File: config.mk
export PLATFORM = sky130hd
export DESIGN_NAME = ssr_regs
export DESIGN_NICKNAME = d
export VERILOG_FILES = /design/src/ssr_pkg.sv /design/src/ssr_sync.sv /design/src/ssr_mode_map.sv /design/src/ssr_regs.sv
export SDC_FILE = /design/constraint.sdc
export NUM_CORES = 1
export LEC_CHECK = 0
export BUFFER_PORTS_ARGS = -buffer_cell sky130_fd_sc_hd__buf_2
export CORE_MARGIN = 2
export CORE_UTILIZATION = 45
export CTS_BUF_LIST = sky130_fd_sc_hd__clkbuf_8
export CTS_CLUSTER_SIZE = 40
export DETAILED_ROUTE_END_ITERATION = 7
export MAX_ROUTING_LAYER = met4
export PLACE_DENSITY = 0.76
export SLEW_MARGIN = 20
export SYNTH_ARGS = -nofsm -noshare
export SYNTH_HDL_FRONTEND = slang
export SYNTH_SLANG_ARGS = --single-unit
File: constraint.sdc
create_clock -name core_clk -period 2.36 [get_ports core_clk]
set_input_delay 0.354 -clock core_clk [delete_from_list [all_inputs] [get_ports core_clk]]
set_output_delay 0.354 -clock core_clk [all_outputs]
set_load 0.02 [all_outputs]
File: src/ssr_pkg.sv
// package for the supply status and level register bank
// assumes one core clock domain and a single AHB-Lite master
package ssr_pkg;

  // register byte offsets
  localparam logic [7:0] SUPPLY_HEALTH_STATUS_OFS = 8'h30;
  localparam logic [7:0] CORE_VOLTAGE_LEVEL_OFS = 8'h34;
  localparam logic [7:0] PLL_REGULATOR_LEVEL_OFS = 8'h40;
  localparam logic [7:0] IRQ_STATUS_OFS = 8'h50;
  localparam logic [7:0] IRQ_MASK_OFS = 8'h54;

  // supply status field positions
  localparam int unsigned OSC_STABLE_BIT = 24;
  localparam int unsigned PLL_GOOD_BIT = 19;
  localparam int unsigned CORE_GOOD_BIT = 16;
  localparam int unsigned ANALOG_LIMIT_BIT = 9;
  localparam int unsigned CORE_LIMIT_BIT = 8;
  localparam int unsigned ANALOG_SOFTSTART_BIT = 1;
  localparam int unsigned CORE_SOFTSTART_BIT = 0;

  // widths and code ranges
  localparam int unsigned CORE_CODE_W = 7;
  localparam int unsigned PLL_CODE_W = 3;
  localparam int unsigned EVENT_W = 7;
  localparam int unsigned MODE_W = 2;
  localparam logic [6:0] CORE_CODE_MAX = 7'h46;
  localparam logic [2:0] PLL_CODE_MAX = 3'h6;

  // reset values
  localparam logic [6:0] CORE_CODE_RST = 7'h00;
  localparam logic [2:0] PLL_CODE_RST = 3'h0;
  localparam logic [6:0] IRQ_MASK_RST = 7'h00;

  // mode pin strap to reset level codes
  localparam logic [6:0] CORE_CODE_BY_MODE [4] = '{7'h28, 7'h2d, 7'h32, 7'h3c};
  localparam logic [2:0] PLL_CODE_BY_MODE [4] = '{3'h4, 3'h4, 3'h5, 3'h6};

  // cycles after reset release before the strap is taken
  localparam logic [1:0] STRAP_SETTLE_CYCLES = 2'h3;

  typedef struct packed {
    logic osc_stable;
    logic pll_supply_rail_good;
    logic core_supply_rail_good;
    logic analog_switching_converter_limit;
    logic core_switching_converter_limit;
    logic analog_switching_converter_softstart;
    logic core_switching_converter_softstart;
  } ssr_supply_t;

  typedef struct packed {
    logic [6:0] core_code;
    logic [2:0] pll_code;
  } ssr_level_t;

  typedef struct packed {
    logic valid;
    logic write;
    logic [7:0] addr;
  } ssr_bus_req_t;

endpackage : ssr_pkg

File: src/ssr_sync.sv
// two flip-flop synchroniser for a group of pin levels
// assumes the inputs are quasi-static levels, not pulses
`timescale 1ns/1ps
`default_nettype none
module ssr_sync
  import ssr_pkg::*;
#(
  parameter int W = 1
)
(
  // clock and reset
  input wire logic core_clk,
  input wire logic rst_n,
  // levels
  input wire logic [W-1:0] async_in,
  output logic [W-1:0] sync_out
);

  if (W < 1)
  begin : g_bad_width
    $error("ssr_sync width must be at least one");
  end

  logic [W-1:0] stage1;

  // stage1 feeds stage two only
  always_ff @(posedge core_clk)
  begin
    if (!rst_n)
    begin
      stage1 <= '0;
      sync_out <= '0;
    end
    else
    begin
      stage1 <= async_in;
      sync_out <= stage1;
    end
  end

endmodule : ssr_sync
`default_nettype wire

File: src/ssr_mode_map.sv
// maps the mode pin strap to the reset voltage level codes
// assumes the mode value is already synchronised
`timescale 1ns/1ps
`default_nettype none
module ssr_mode_map
  import ssr_pkg::*;
(
  // strap in
  input wire logic [MODE_W-1:0] mode,
  // level codes out
  output ssr_level_t level
);

  assign level.core_code = CORE_CODE_BY_MODE[mode];
  assign level.pll_code = PLL_CODE_BY_MODE[mode];

endmodule : ssr_mode_map
`default_nettype wire

File: src/ssr_regs.sv
// supply status and voltage level register bank on AHB-Lite
// assumes one AHB-Lite master, word transfers, pins from the analogue side
`timescale 1ns/1ps
`default_nettype none
module ssr_regs
  import ssr_pkg::*;
#(
  parameter int HADDR_W = 32
)
(
  // clock and reset
  input wire logic core_clk,
  input wire logic rst_n,
  // ahb-lite slave
  input wire logic hsel,
  input wire logic [HADDR_W-1:0] haddr,
  input wire logic [1:0] htrans,
  input wire logic hwrite,
  input wire logic [2:0] hsize,
  input wire logic [31:0] hwdata,
  input wire logic hready,
  output logic [31:0] hrdata,
  output logic hreadyout,
  output logic hresp,
  // analogue side pins
  input wire ssr_supply_t supply_raw,
  input wire logic [MODE_W-1:0] mode_pins,
  // level codes to the regulators
  output ssr_level_t level,
  // interrupt
  output logic irq
);

  if (HADDR_W < 8)
  begin : g_bad_addr
    $error("ssr_regs address must be at least eight bits");
  end

  // synchronised pins
  ssr_supply_t supply;
  ssr_supply_t supply_q;
  logic [MODE_W-1:0] mode_sync;
  logic [EVENT_W+MODE_W-1:0] sync_bus;

  ssr_sync #(
    .W(EVENT_W + MODE_W)
  ) u_sync (
    .core_clk(core_clk),
    .rst_n(rst_n),
    .async_in({supply_raw, mode_pins}),
    .sync_out(sync_bus)
  );

  assign supply = sync_bus[EVENT_W+MODE_W-1:MODE_W];
  assign mode_sync = sync_bus[MODE_W-1:0];

  // strap decode
  ssr_level_t strap_level;

  ssr_mode_map u_map (
    .mode(mode_sync),
    .level(strap_level)
  );

  // strap capture after release, once the synchroniser holds the pins
  logic [1:0] settle_cnt;
  logic strap_done;
  wire load_strap = !strap_done && (settle_cnt == STRAP_SETTLE_CYCLES - 2'h1);

  always_ff @(posedge core_clk)
  begin
    if (!rst_n)
    begin
      settle_cnt <= 2'h0;
      strap_done <= 1'b0;
    end
    else if (!strap_done)
    begin
      settle_cnt <= settle_cnt + 2'h1;
      strap_done <= load_strap;
    end
  end

  // bus stalls until the strap codes are loaded
  assign hreadyout = strap_done;
  assign hresp = 1'b0;

  // address phase
  wire addr_ok = hsel && htrans[1] && hready;
  wire [7:0] addr_lo = haddr[7:0];
  ssr_bus_req_t req;

  always_ff @(posedge core_clk)
  begin
    if (!rst_n)
    begin
      req <= '0;
    end
    else if (hready)
    begin
      req.valid <= addr_ok;
      req.write <= hwrite;
      req.addr <= addr_lo;
    end
  end

  // write decode, data phase
  wire wr_en = req.valid && req.write && hready;
  wire wr_core = wr_en && (req.addr == CORE_VOLTAGE_LEVEL_OFS);
  wire wr_pll = wr_en && (req.addr == PLL_REGULATOR_LEVEL_OFS);
  wire wr_irq_status = wr_en && (req.addr == IRQ_STATUS_OFS);
  wire wr_irq_mask = wr_en && (req.addr == IRQ_MASK_OFS);

  // level registers; codes above the top step are kept as written
  always_ff @(posedge core_clk)
  begin
    if (!rst_n)
    begin
      level.core_code <= CORE_CODE_RST;
      level.pll_code <= PLL_CODE_RST;
    end
    else if (load_strap)
    begin
      level <= strap_level;
    end
    else
    begin
      if (wr_core)
      begin
        level.core_code <= hwdata[CORE_CODE_W-1:0];
      end
      if (wr_pll)
      begin
        level.pll_code <= hwdata[PLL_CODE_W-1:0];
      end
    end
  end

  // status word, read-only, reserved bits zero
  logic [31:0] status_word;

  always_comb
  begin
    status_word = 32'h0000_0000;
    status_word[OSC_STABLE_BIT] = supply.osc_stable;
    status_word[PLL_GOOD_BIT] = supply.pll_supply_rail_good;
    status_word[CORE_GOOD_BIT] = supply.core_supply_rail_good;
    status_word[ANALOG_LIMIT_BIT] = supply.analog_switching_converter_limit;
    status_word[CORE_LIMIT_BIT] = supply.core_switching_converter_limit;
    status_word[ANALOG_SOFTSTART_BIT] = supply.analog_switching_converter_softstart;
    status_word[CORE_SOFTSTART_BIT] = supply.core_switching_converter_softstart;
  end

  // events: rising edge of any status flag
  logic [EVENT_W-1:0] irq_status;
  logic [EVENT_W-1:0] irq_mask;
  wire [EVENT_W-1:0] rise = supply & ~supply_q;
  wire [EVENT_W-1:0] w1c = wr_irq_status ? hwdata[EVENT_W-1:0] : '0;

  // set wins over a clear in the same cycle
  always_ff @(posedge core_clk)
  begin
    if (!rst_n)
    begin
      supply_q <= '0;
      irq_status <= '0;
      irq_mask <= IRQ_MASK_RST;
    end
    else
    begin
      supply_q <= supply;
      irq_status <= (irq_status & ~w1c) | rise;
      if (wr_irq_mask)
      begin
        irq_mask <= hwdata[EVENT_W-1:0];
      end
    end
  end

  assign irq = |(irq_status & irq_mask);

  // read mux, sampled at the address phase
  wire sel_status = (addr_lo == SUPPLY_HEALTH_STATUS_OFS);
  wire sel_core = (addr_lo == CORE_VOLTAGE_LEVEL_OFS);
  wire sel_pll = (addr_lo == PLL_REGULATOR_LEVEL_OFS);
  wire sel_irq_status = (addr_lo == IRQ_STATUS_OFS);
  wire sel_irq_mask = (addr_lo == IRQ_MASK_OFS);
  wire [31:0] rd_status = {32{sel_status}} & status_word;
  wire [31:0] rd_core = {32{sel_core}} & {25'h0, level.core_code};
  wire [31:0] rd_pll = {32{sel_pll}} & {29'h0, level.pll_code};
  wire [31:0] rd_irqs = {32{sel_irq_status}} & {25'h0, irq_status};
  wire [31:0] rd_irqm = {32{sel_irq_mask}} & {25'h0, irq_mask};
  wire [31:0] rd_mux = rd_status | rd_core | rd_pll | rd_irqs | rd_irqm;
  wire rd_take = addr_ok && !hwrite;

  always_ff @(posedge core_clk)
  begin
    if (!rst_n)
    begin
      hrdata <= 32'h0000_0000;
    end
    else if (rd_take)
    begin
      hrdata <= rd_mux;
    end
  end

  // checks
  wire rd_stat = rd_take && sel_status;

  a_osc_stable_read: assert property (
    @(posedge core_clk) disable iff (!rst_n)
    rd_stat |=> (hrdata[OSC_STABLE_BIT] == $past(supply.osc_stable))
      && (hrdata[31:25] == 7'h00))
    else $error("oscillator stable bit misread");

  a_status_read_only: assert property (
    @(posedge core_clk) disable iff (!rst_n)
    (wr_en && req.addr == SUPPLY_HEALTH_STATUS_OFS) |=> $stable(level) && $stable(irq_mask))
    else $error("status write changed state");

  a_pll_good_read: assert property (
    @(posedge core_clk) disable iff (!rst_n)
    rd_stat |=> hrdata[PLL_GOOD_BIT] == $past(supply.pll_supply_rail_good))
    else $error("pll rail good bit misread");

  a_core_good_read: assert property (
    @(posedge core_clk) disable iff (!rst_n)
    rd_stat |=> hrdata[CORE_GOOD_BIT] == $past(supply.core_supply_rail_good))
    else $error("core rail good bit misread");

  a_analog_limit_read: assert property (
    @(posedge core_clk) disable iff (!rst_n)
    rd_stat |=> hrdata[ANALOG_LIMIT_BIT] == $past(supply.analog_switching_converter_limit))
    else $error("analog limit bit misread");

  a_core_limit_read: assert property (
    @(posedge core_clk) disable iff (!rst_n)
    rd_stat |=> hrdata[CORE_LIMIT_BIT] == $past(supply.core_switching_converter_limit))
    else $error("core limit bit misread");

  a_analog_soft_read: assert property (
    @(posedge core_clk) disable iff (!rst_n)
    rd_stat |=> hrdata[ANALOG_SOFTSTART_BIT]
      == $past(supply.analog_switching_converter_softstart))
    else $error("analog softstart bit misread");

  a_core_soft_read: assert property (
    @(posedge core_clk) disable iff (!rst_n)
    rd_stat |=> hrdata[CORE_SOFTSTART_BIT]
      == $past(supply.core_switching_converter_softstart))
    else $error("core softstart bit misread");

  a_core_code_write: assert property (
    @(posedge core_clk) disable iff (!rst_n)
    wr_core |=> level.core_code == $past(hwdata[6:0]))
    else $error("core code not written");

  a_strap_load: assert property (
    @(posedge core_clk) disable iff (!rst_n)
    load_strap |=> strap_done && (level == $past(strap_level)))
    else $error("strap codes not loaded");

  a_strap_timing: assert property (
    @(posedge core_clk)
    $rose(rst_n) |-> !strap_done [*3] ##1 strap_done)
    else $error("strap load not three cycles after release");

  a_pll_code_write: assert property (
    @(posedge core_clk) disable iff (!rst_n)
    wr_pll |=> level.pll_code == $past(hwdata[2:0]))
    else $error("pll code not written");

  a_level_reserved: assert property (
    @(posedge core_clk) disable iff (!rst_n)
    rd_take && (sel_core || sel_pll) |=> hrdata[31:7] == 25'h0
      && (!$past(sel_pll) || hrdata[6:3] == 4'h0))
    else $error("reserved level bits not zero");

  a_event_set_wins: assert property (
    @(posedge core_clk) disable iff (!rst_n)
    (|(rise & w1c)) |=> (|(irq_status & $past(rise & w1c))))
    else $error("event lost under clear");

  // reserved status bits must stay dark whatever the pins do
  a_status_reserved: assert property (
    @(posedge core_clk) disable iff (!rst_n)
    rd_stat |=> (hrdata & ~32'h0109_0303) == 32'h0000_0000)
    else $error("reserved status bits not zero");

  a_unmapped_zero: assert property (
    @(posedge core_clk) disable iff (!rst_n)
    rd_take && !(sel_status || sel_core || sel_pll || sel_irq_status || sel_irq_mask)
      |=> hrdata == 32'h0000_0000)
    else $error("unmapped read not zero");

  a_core_code_hold: assert property (
    @(posedge core_clk) disable iff (!rst_n)
    !wr_core && !load_strap |=> $stable(level.core_code))
    else $error("core code changed without write");

  a_pll_code_hold: assert property (
    @(posedge core_clk) disable iff (!rst_n)
    !wr_pll && !load_strap |=> $stable(level.pll_code))
    else $error("pll code changed without write");

  a_rdata_stands: assert property (
    @(posedge core_clk) disable iff (!rst_n)
    !rd_take |=> $stable(hrdata))
    else $error("read data moved without read");

  a_ready_after_strap: assert property (
    @(posedge core_clk) disable iff (!rst_n)
    strap_done |=> strap_done && hreadyout && !hresp)
    else $error("bus ready dropped after strap");

  a_event_set: assert property (
    @(posedge core_clk) disable iff (!rst_n)
    (|rise) |=> ((irq_status & $past(rise)) == $past(rise)))
    else $error("rising flag did not set its event");

  a_event_clear: assert property (
    @(posedge core_clk) disable iff (!rst_n)
    (|(w1c & ~rise)) |=> ((irq_status & $past(w1c & ~rise)) == '0))
    else $error("event not cleared by write one");

  a_mask_write: assert property (
    @(posedge core_clk) disable iff (!rst_n)
    wr_irq_mask |=> irq_mask == $past(hwdata[EVENT_W-1:0]))
    else $error("mask not written");

endmodule : ssr_regs
`default_nettype wire

---- Yosys cells after proc, flatten, opt, wreduce, memory -nomap -nowiden ----
Index checks and enable logic that the tools add are counted.
cells by class
  $add $sub $neg .......................... 1
  magnitude comparators ................... 1
  reduce and logical (&&, ||, !) cells .... 15
  bitwise operators ....................... 16
  multiplexer cells ....................... 11
  equality and inequality tests ........... 10
operators with widths
  operator             number
  $or 32x32->32        4
  $and 32x7->32        3
  $eq 8x7->1 const B   6
  $and 32x25->32       1
  $and 32x3->32        1
  $mux 7               4
  $eq 8x6->1 const B   3
  $and 7x7->7          3
  $bmux 7 s2           1
  $not 7->7            2
  $logic_and 1x1->1    10
  $mux 10              1
  $mux 3               3
  $or 7x7->7           1
  $reduce_or 7->1      1
  $bmux 3 s2           1
  $reduce_bool 2->1    2
  $ge 3x3->1 const B   1
  $not 2->3            1
  $add 2x1->2 const B  1
  $eq 2x2->1 const B   1
  $logic_not 1->1      2
  $mux 1               1
word-level totals
  bits of input ports ..................... 83
  flip-flop bits (word level) ............. 94
  output and inout bits ................... 45
  word-level logic and storage cells ...... 73

---- Depth between registers and ports, before layout ----
Gate-level depths: netlist of the first run.
  word-level depth ........................ 7
  depth in mapped cells ................... 6
  gate-level depth less buffers ........... 6

---- Modules after synthesis ----
From an unflattened synthesis of the first run, not the netlist that was laid out.
unflattened totals
  cells, all modules ...................... 322
  area, all modules ....................... 3196.8 um^2
modules (own cells, without submodules)
  module        cells an instance  seq. area each (um^2)  area an instance (um^2)  instances
  ssr_regs      273                1121.1                 2613.8                   1
  ssr_sync      37                 360.3                  501.7                    1
  ssr_mode_map  12                 0.0                    81.3                     1

---- Worst setup path after synthesis of the first run ----
No wires, ideal clock.
  path kind ............................... register -> register
  start ................................... register req[0] in the netlist's numbering
  end ..................................... register level[1] in the netlist's numbering
  data arrival time ....................... 1774 ps
  setup slack ............................. 501 ps
  stages on the path, launching flop included .. 5
  clock period less this slack ............ 1859 ps
  data required time ...................... 2274 ps
  path buffers ............................ 0
  setup time .............................. 86 ps
  cells stage by stage .................... dfxtp_1 -> or4b_4 -> or4b_1 -> mux2i_1 -> a211oi_1
between the ends
  cells in the longest elaborated chain, start to end .. 3
RTL lines
  element                             RTL line         source
  from (decl)                         ssr_regs.sv:91   ssr_bus_req_t req;
  $eq 8x7->1                          ssr_regs.sv:110  wire wr_pll = wr_en && (req.addr == PLL_REGULATOR_LEVEL_OFS);
  $logic_and 1x1->1                   ssr_regs.sv:110
  $reduce_bool 2->1 (no source line)  -
  to (signal assigned)                ssr_regs.sv:124  level <= strap_level;
  to (decl)                           ssr_regs.sv:29   output ssr_level_t level,
No other way between the ends.
A chain may end at the register's enable or synchronous reset.

---- Worst setup path after layout of the first run ----
Same ends and word-level chain as after synthesis.

==> results of run 1 <==
==> state kept, by name, indices dropped and copies added (netlist names) <==
signal and count:
hrdata 12, level 10, req 10, u_sync.stage1 9
u_sync.sync_out 9, irq_mask 7, irq_status 7, supply_q 7
settle_cnt 2, hreadyout 1
==> power breakdown <==
group	switching (mW)	leakage, nW	total, mW	internal, mW
sequential	0.0882	0.605	1.44	1.35
clock	0.471	0.116	1.13	0.658
combinational	0.278	0.833	0.445	0.167
total	0.837	1.55	3.02	2.18
==> area by class of cell <==
class	instances	share of cell area [%]
flip-flops and latches	74	41.72
multi-input cells	225	39.96
repair buffers	57	8.316
clock buffers	11	4.264
well taps	80	2.819
clock inverters	5	2.396
inverters	5	0.5285
==> cell families (layout without fill, tap and decap cells) <==
logic type               count (synthesis)  count (layout)  synth area share, %
AO/OA/AOI/OAI                           57              57                11.88
XOR/XNOR                                 1               1               0.2868
adder cells (fa/ha/maj)                  1               1               0.4096
buffers and inverters                   38              78                7.497
flip-flops                              74              74                48.50
multiplexers                            25              25                8.275
other                                    1              21               0.1228
AND/OR/NAND/NOR                        120             120                23.02
==> cell usage in the layout (no fill, tap or decap), drive strengths merged, types with 3 or more instances in the layout <==
cell and count:
buf 57, nand3 5, dfxtp 74, a22oi 9, a221oi 5, a21oi 16, nor2b 4, or4b 3
nor2 28, and3 5, nand2 16, nor3 3, o21ai 16, conb 21, clkbuf 11, nand2b 9
and2 26, mux2i 23, nand3b 6, inv 6
==> worst reg2reg max path, stage by stage (launching register included) <==
cell and delay (ns):
sky130_fd_sc_hd__dfxtp_1 0.32, sky130_fd_sc_hd__or4b_4 0.59, sky130_fd_sc_hd__or4b_1 0.62, sky130_fd_sc_hd__mux2i_1 0.16, sky130_fd_sc_hd__a211oi_1 0.21
==> path summary, 6_finish.rpt <==
check | from | slack (ns) | to | depth (start not counted)
hold reg to reg | u_sync.stage1[2] | 0.43 | u_sync.sync_out[2] | 1
hold / removal | supply_raw[3] | 0.21 | u_sync.stage1[5] | 2
setup / recovery | req[0] | 0.39 | level[1] | 4
setup reg to reg | req[0] | 0.39 | level[1] | 4
==> stage by stage <==
stage                     std cells  instance area, sq um  setup WS, ns  hold slack, ns
after floorplan                 337                  3129        0.5006          0.4119
after global routing            457                  3551        0.3231          0.1981
after CTS                       457                  3551        0.3885          0.1926
after global placement          441                  3314        0.4285          0.4139
final                           457                  3551        0.3904          0.2075
after detailed placement        441                  3314        0.4038          0.4169
==> per-layer routing <==
| layer | vias to the layer above | track usage [%] |
|---|---|---|
| met5 | - | - |
| met4 | 0 | 7.670 |
| met3 | 11 | 5.905 |
| met2 | 74 | 29.44 |
| met1 | 1077 | 23.30 |
| li1 | 1184 | - |
==> results.env, run 1 <==
ROUTE.DETAILED.WL_PER_INST_UM=14.27
SYNTH.MOST_COMMON_CELL='sky130_fd_sc_hd__dfxtp_1'
PLACE.GP.CONGESTION=0.8956
DIODE_INSERTION_COUNT_FOR_ANTENNA_REPAIR=0
SLOWEST_DELAY_NS=0.62
YS_TYPES=50
CRITPATHMAXFANOUT=6
POWER_DENSITY_nW_PER_UM2=849.2
TOTAL_COUNT_OF_MAX_TRANSITION_VIOLATIONS_IN_THE_FINAL_REPORT=0
NUMBER_OF_SYNTHESIZED_REGISTER_BITS=74
REL_SLEW_SLACK_PCT=61.99
NETLIST_TOP_CELLS_AREA='sky130_fd_sc_hd__dfxtp_1 49%, sky130_fd_sc_hd__mux2i_1 7.5%, sky130_fd_sc_hd__and2_1 5.3%'
CTS-ROOT-TO-SINK-BUFFERS=2
IO_PINS=128
CTS.HOLD.BUFFERS_ADDED=0
POST-SYNTH-TOP-AREA-CELL='sky130_fd_sc_hd__dfxtp_1'
STATUS='finished, final reports clean'
LEAKAGEPOWER_nW=1.554
AREAGROWTHSYNTHTOFINISH_PCT=16.26
CRITICAL_PATH.ENDPOINT_TYPE='flip-flop'
NUMBER_OF_ANTENNA_VIOLATIONS_AT_THE_FIRST_CHECK_IN_GLOBAL_ROUTING=0
CAP_VIOL_MAX_COUNT=0
SYNTH-EDFF-COUNT=0
NUM_VIAS=2346
DRT_ITER0_MARKERS=167
FILLERS=633
MULTIINPUTGATEAREA_SQ_UM=1419
POSTROUTEWIRELENGTH_UM=6522
AREA.SEQUENTIAL_SQ_UM=1481
SLEW_AT_THE_PIN_WITH_THE_WORST_MAX_SLEW_SLACK_NS=0.5690
CTS_RESIZED=0
GRT_PASS1_VIAS=2214
CTS_BUFS_INSERTED=9
GROUTE.USAGE.OVERALL_PCT=19.07
TOTAL_POWER_mW=3.015
PIN_COUNT_OF_THE_BIGGEST_NET_ENTERING_GLOBAL_ROUTING=40
DR.MAX_LAYER_USED='met4'
ANT_NETS=0
BUFFERS_PLUS_INVERTERS_ON_THE_WORST_SETUP_PATH=0
POST-DP-HPWL_UM=4716
LAYOUT-DRIVE-GT1-SHARE_PCT=21.49
DIE_Y_UM=86.39
FINAL.PERIOD_UTILIZATION_PCT=83.46
TIMING.HOLD.WORST.CLASS='input port to flip-flop'
SEQ_AREA_FRAC_SYNTH_PCT=48.50
CTS_TREE='yes'
GRT_OVERFLOW=0
FMAX_GHz=0.5077
SETUP_VIOLATIONS=0
PLACEABLECOREAREA_SQ_UM=6681
SETUP.WORST_PATH.START_CLASS='flip-flop'
ROUTED-WL-MET3_UM=440
NUMPORTBUFFERS=53
GRT_FIRST_PASS_WIRELENGTH_UM=10690
NUMCLOCKSINKS=74
DETAILROUTE.WIRELENGTH.MET2_UM=3191
YOSYS.AREA.TOP_TYPE_SHARE_PCT=48.50
ROUTED_VIA_DENSITY=5.133
DIE-AREA_SQ_UM=7462
CRITICAL_PATH_ARRIVAL_NS=2.24
POST-ROUTE-MIN-PERIOD_NS=1.970
CRITICAL_PATH_DATA_REQUIRED_TIME_NS=2.63
CPLARGESTDELAYFAMILY='simple AND/OR/NAND/NOR gates'
YOSYS_MOST_USED_DFF='sky130_fd_sc_hd__dfxtp_1'
ROUTE.DETAILED.DRC=0
CPMAXSTAGEDELAYCELL='sky130_fd_sc_hd__or4b_1'
MAX-VDD-IR-DROP_mV=0.4550
POST_CTS_BUFFERS=0
NETS=456
SYNTH-WARNING-COUNT=0
CRIT_TYPE='flip-flop to flip-flop'
POST_SYNTH.CELL_AREA_AVG_SQ_UM=9.635
ROUTE.LAYER.MET1.WL_UM=2777
YS_ASYNC_SR_FRACTION_PCT=0
RSZ0062_AT_GRT='no'
STARTING_DENSITY_PCT=45.71
LAYOUT.CORE_UTILIZATION_PCT=53.15
YS_TOP_CELLS_BY_COUNT='74 x sky130_fd_sc_hd__dfxtp_1, 28 x sky130_fd_sc_hd__nor2_1, 26 x sky130_fd_sc_hd__and2_1'
CTS.ROOT.BUFFER_CELL='sky130_fd_sc_hd__clkbuf_8'
FINALHOLDVIOLATIONS=0
DRT_PASS1_ITERATIONS=4
COMBINED_AREA_OF_ALL_SYNTHESIZED_CELLS_SQ_UM=3054
SETUP_TNS_NS=0
H-TREE-DEPTH=3
FP-ROW-COUNT=30
CLKLATENCYLATEPIN_NS=0.35
CTS.REPORTEDPATHS.CLKPINSLEW_NS=0.08
DIEWIDTH_UM=86.39
CELL_BY_CELL_LISTING_OF_THE_CRITICAL_PATH='or4b_4 -> or4b_1 -> mux2i_1 -> a211oi_1'
SYN-INSTANCE-COUNT=317
WORST_CLOCK_SKEW_NS=0.005538
No activity file was read; power rests on OpenSTA's default activity.
==> inputs of run 2 (changes only) <==
==> constraint.sdc (replaced) <==
create_clock -name core_clk -period 1.9 [get_ports core_clk]
set_input_delay 0.285 -clock core_clk [delete_from_list [all_inputs] [get_ports core_clk]]
set_output_delay 0.285 -clock core_clk [all_outputs]
set_load 0.02 [all_outputs]
==> run 2 against run 1 <==
Effect of this change: routed wire length is 2.0% lower; die area stayed put; clock power is 12% higher; final area is 0.92% higher; critical path depth stayed put; sequential cell count stayed put; critical path type unchanged; largest cell class unchanged; largest power group unchanged.
==> results.env, run 2 (synthesis results as in run 1) <==
RSZ0062_AT_GRT='yes'
CTS.HOLD.BUFFERS_ADDED=0
POST-DP-HPWL_UM=4789
CRIT_PATH_START='req[0]'
WORST_CLOCK_SKEW_NS=0.008093
POST-ROUTE-MIN-PERIOD_NS=1.853
REGMOSTFLOPS='hrdata'
FINISH.INSTANCE_AREA_SQ_UM=3583
LEAKAGEPOWER_nW=1.571
PLACEABLECOREAREA_SQ_UM=6681
DIODE_INSERTION_COUNT_FOR_ANTENNA_REPAIR=0
CLKLATENCYLATEPIN_NS=0.35
TIMING.HOLD.WORST.CLASS='input port to flip-flop'
MOSTFREQUENTLAYOUTCELL='sky130_fd_sc_hd__dfxtp_1'
LARGEST_REG_FLOPS=12
SETUP_VIOLATIONS=0
GROUTE.USAGE.OVERALL_PCT=19.03
NUM_VIAS=2395
NETS=462
NUMBER_OF_ANTENNA_VIOLATIONS_AT_THE_FIRST_CHECK_IN_GLOBAL_ROUTING=0
STATUS='finished, final reports clean'
TOTAL_SWITCHING_POWER_mW=1.088
DRT_PASS1_ITERATIONS=5
SETUP_SLACK_NS=0.04681
FP-ROW-COUNT=30
CRITICAL_PATH.ENDPOINT_TYPE='flip-flop'
ANT_NETS=0
CTS_BUFS_INSERTED=9
R2R.WORST_PATH.CELLS=4
NUMCLOCKSINKS=74
POWER_FRAC_CLOCK_PCT=34.9
REGISTERS_WITH_THE_MOST_FLIP_FLOPS='hrdata x12, level x10, req x10'
CRIT_TYPE='flip-flop to flip-flop'
ROUTE.DETAILED.WL_PER_INST_UM=13.80
COMMONEST_CELLS_AFTER_ROUTING_FILL_AND_TAPS_ASIDE='73 x sky130_fd_sc_hd__dfxtp_1, 53 x sky130_fd_sc_hd__buf_2, 28 x sky130_fd_sc_hd__nor2_1'
POST_CTS_BUFFERS=0
POSTROUTEWIRELENGTH_UM=6389
ENDPOINT='level[4]'
GRT_FIRST_PASS_WIRELENGTH_UM=10650
SEQ_POWER_SHARE_PCT=49.6
IO_PINS=128
H-TREE-DEPTH=3
PRECTSSETUPSLACK_NS=-0.02200
TOTAL_COUNT_OF_MAX_TRANSITION_VIOLATIONS_IN_THE_FINAL_REPORT=0
FF2FF_SETUP_SLACK_NS=0.05
GRT_OVERFLOW=0
FINAL.PERIOD_UTILIZATION_PCT=97.54
DIE_Y_UM=86.39
STARTING_DENSITY_PCT=45.71
DIEWIDTH_UM=86.39
CTS-ROOT-TO-SINK-BUFFERS=2
PLACEMENT.CELL_AREA_SQ_UM=3372
FMAX_GHz=0.5396
INTERNAL_POWER_mW=2.522
SETUP.WORST_PATH.START_CLASS='flip-flop'
CRITPATHMAXFANOUT=6
RR_STARTPOINT='req[0]'
ENDPOINT_OF_THE_WORST_SLACK_REG_TO_REG_TIMING_PATH='level[4]'
CTS.ROOT.BUFFER_CELL='sky130_fd_sc_hd__clkbuf_8'
LAYOUT-DRIVE-GT1-SHARE_PCT=23.24
MAX-VDD-IR-DROP_mV=0.6119
CRITICAL_PATH_ARRIVAL_NS=2.08
NUMPORTBUFFERS=53
DIE-AREA_SQ_UM=7462
CTS.REPORTEDPATHS.CLKPINSLEW_NS=0.09
PIN_COUNT_OF_THE_BIGGEST_NET_ENTERING_GLOBAL_ROUTING=26
ROUTED_VIA_DENSITY=5.173
PLACE.GP.CONGESTION=0.8948
DRT_ITER0_MARKERS=100
POWER_DENSITY_nW_PER_UM2=1008
REL_SLEW_SLACK_PCT=61.31
AREAGROWTHSYNTHTOFINISH_PCT=17.33
SWITCHING_SHARE_PCT=30.14
CRITICAL_PATH_DATA_REQUIRED_TIME_NS=2.13
LAYOUT.CORE_UTILIZATION_PCT=53.63
CTS_TREE='yes'
GRT_PASS1_VIAS=2200
CAP_VIOL_MAX_COUNT=0
FILLERS=599
FINALHOLDVIOLATIONS=0
PWR-SHARE-COMB_PCT=15.5
ROUTE.DETAILED.DRC=0
SLEW_AT_THE_PIN_WITH_THE_WORST_MAX_SLEW_SLACK_NS=0.5725
==> run 2: cell types whose count changed in the layout (fill, tap and decap cells not counted) <==
cell / delta
sky130_fd_sc_hd__dfxtp_2: +1
sky130_fd_sc_hd__or4b_4: +1
sky130_fd_sc_hd__or4b_1: -1
sky130_fd_sc_hd__bufinv_16: -1
sky130_fd_sc_hd__or2_0: -1
sky130_fd_sc_hd__buf_12: +1
sky130_fd_sc_hd__or2_1: +1
sky130_fd_sc_hd__clkbuf_8: -2
sky130_fd_sc_hd__inv_8: +1
sky130_fd_sc_hd__buf_4: +5
sky130_fd_sc_hd__dfxtp_1: -1
sky130_fd_sc_hd__clkinv_4: -1
sky130_fd_sc_hd__clkinvlp_4: +1
sky130_fd_sc_hd__inv_6: +2
==> run 2: how the worst min path moves through the flow <==
stage,start,end,slack [ns],cells after the start
6_report,supply_raw[4],u_sync.stage1[6],0.13,2
3_3_place_gp,u_sync.stage1[8],u_sync.sync_out[8],0.41,1
2_1_floorplan,u_sync.stage1[0],u_sync.sync_out[0],0.41,1
4_1_cts,supply_raw[4],u_sync.stage1[6],0.12,2
3_5_place_dp,u_sync.stage1[6],u_sync.sync_out[6],0.42,1
5_1_grt,supply_raw[5],u_sync.stage1[7],0.12,2
==> run 2: power groups by stage <==
stage	logic [mW]	registers, mW	clock network [mW]
3_5_place_dp	0.557	1.83	0
6_report	0.559	1.79	1.26
3_3_place_gp	0.549	1.82	0
2_1_floorplan	0.340	1.87	0
4_1_cts	0.562	1.79	1.28
5_1_grt	0.628	1.81	1.36
==> run 2: repair_timing <==
item | in CTS | in global routing
pin swaps | 0 | 3
endpoints found under the setup margin | 1 | 13
gates resized for setup | 1 | 2
==> run 2: metal layers <==
| metal | GRT usage [%] | up-vias | part of all wire, % |
|---|---|---|---|
| met5 | - | - | 0 |
| met4 | 8.523 | 0 | 2.3 |
| met3 | 5.333 | 14 | 7.5 |
| met2 | 29.16 | 81 | 47 |
| met1 | 23.40 | 1099 | 43 |
| li1 | - | 1201 | - |
==> run 2: worst max-delay path, cell delays in order, from the launching register on <==
cell                      delay (ns)
sky130_fd_sc_hd__dfxtp_2        0.33
sky130_fd_sc_hd__or4b_4         0.56
sky130_fd_sc_hd__or4_4          0.58
sky130_fd_sc_hd__o21ai_0        0.18
sky130_fd_sc_hd__a21oi_1        0.09
==> run 2: metrics by stage <==
step	instances	power (mW)	hold slack [ns]	TNS, ns
final	463	3.611	0.1344	0
after detailed placement	447	2.387	0.4169	-0.02200
after CTS	463	3.639	0.1241	0
after global routing	463	3.800	0.1222	-0.07280
after global placement	447	2.371	0.4139	0
after floorplan	337	2.214	0.4119	0
==> run 2: area by class of cell <==
type	instances	area, sq um	area share [%]
Clock inverter	7	82.58	2.304
Tap cell	80	100.1	2.793
Clock buffer	9	123.9	3.457
Timing Repair Buffer	63	352.8	9.846
Inverter	5	18.77	0.5237
Multi-Input combinational cell	225	1423	39.70
Sequential cell	74	1483	41.38
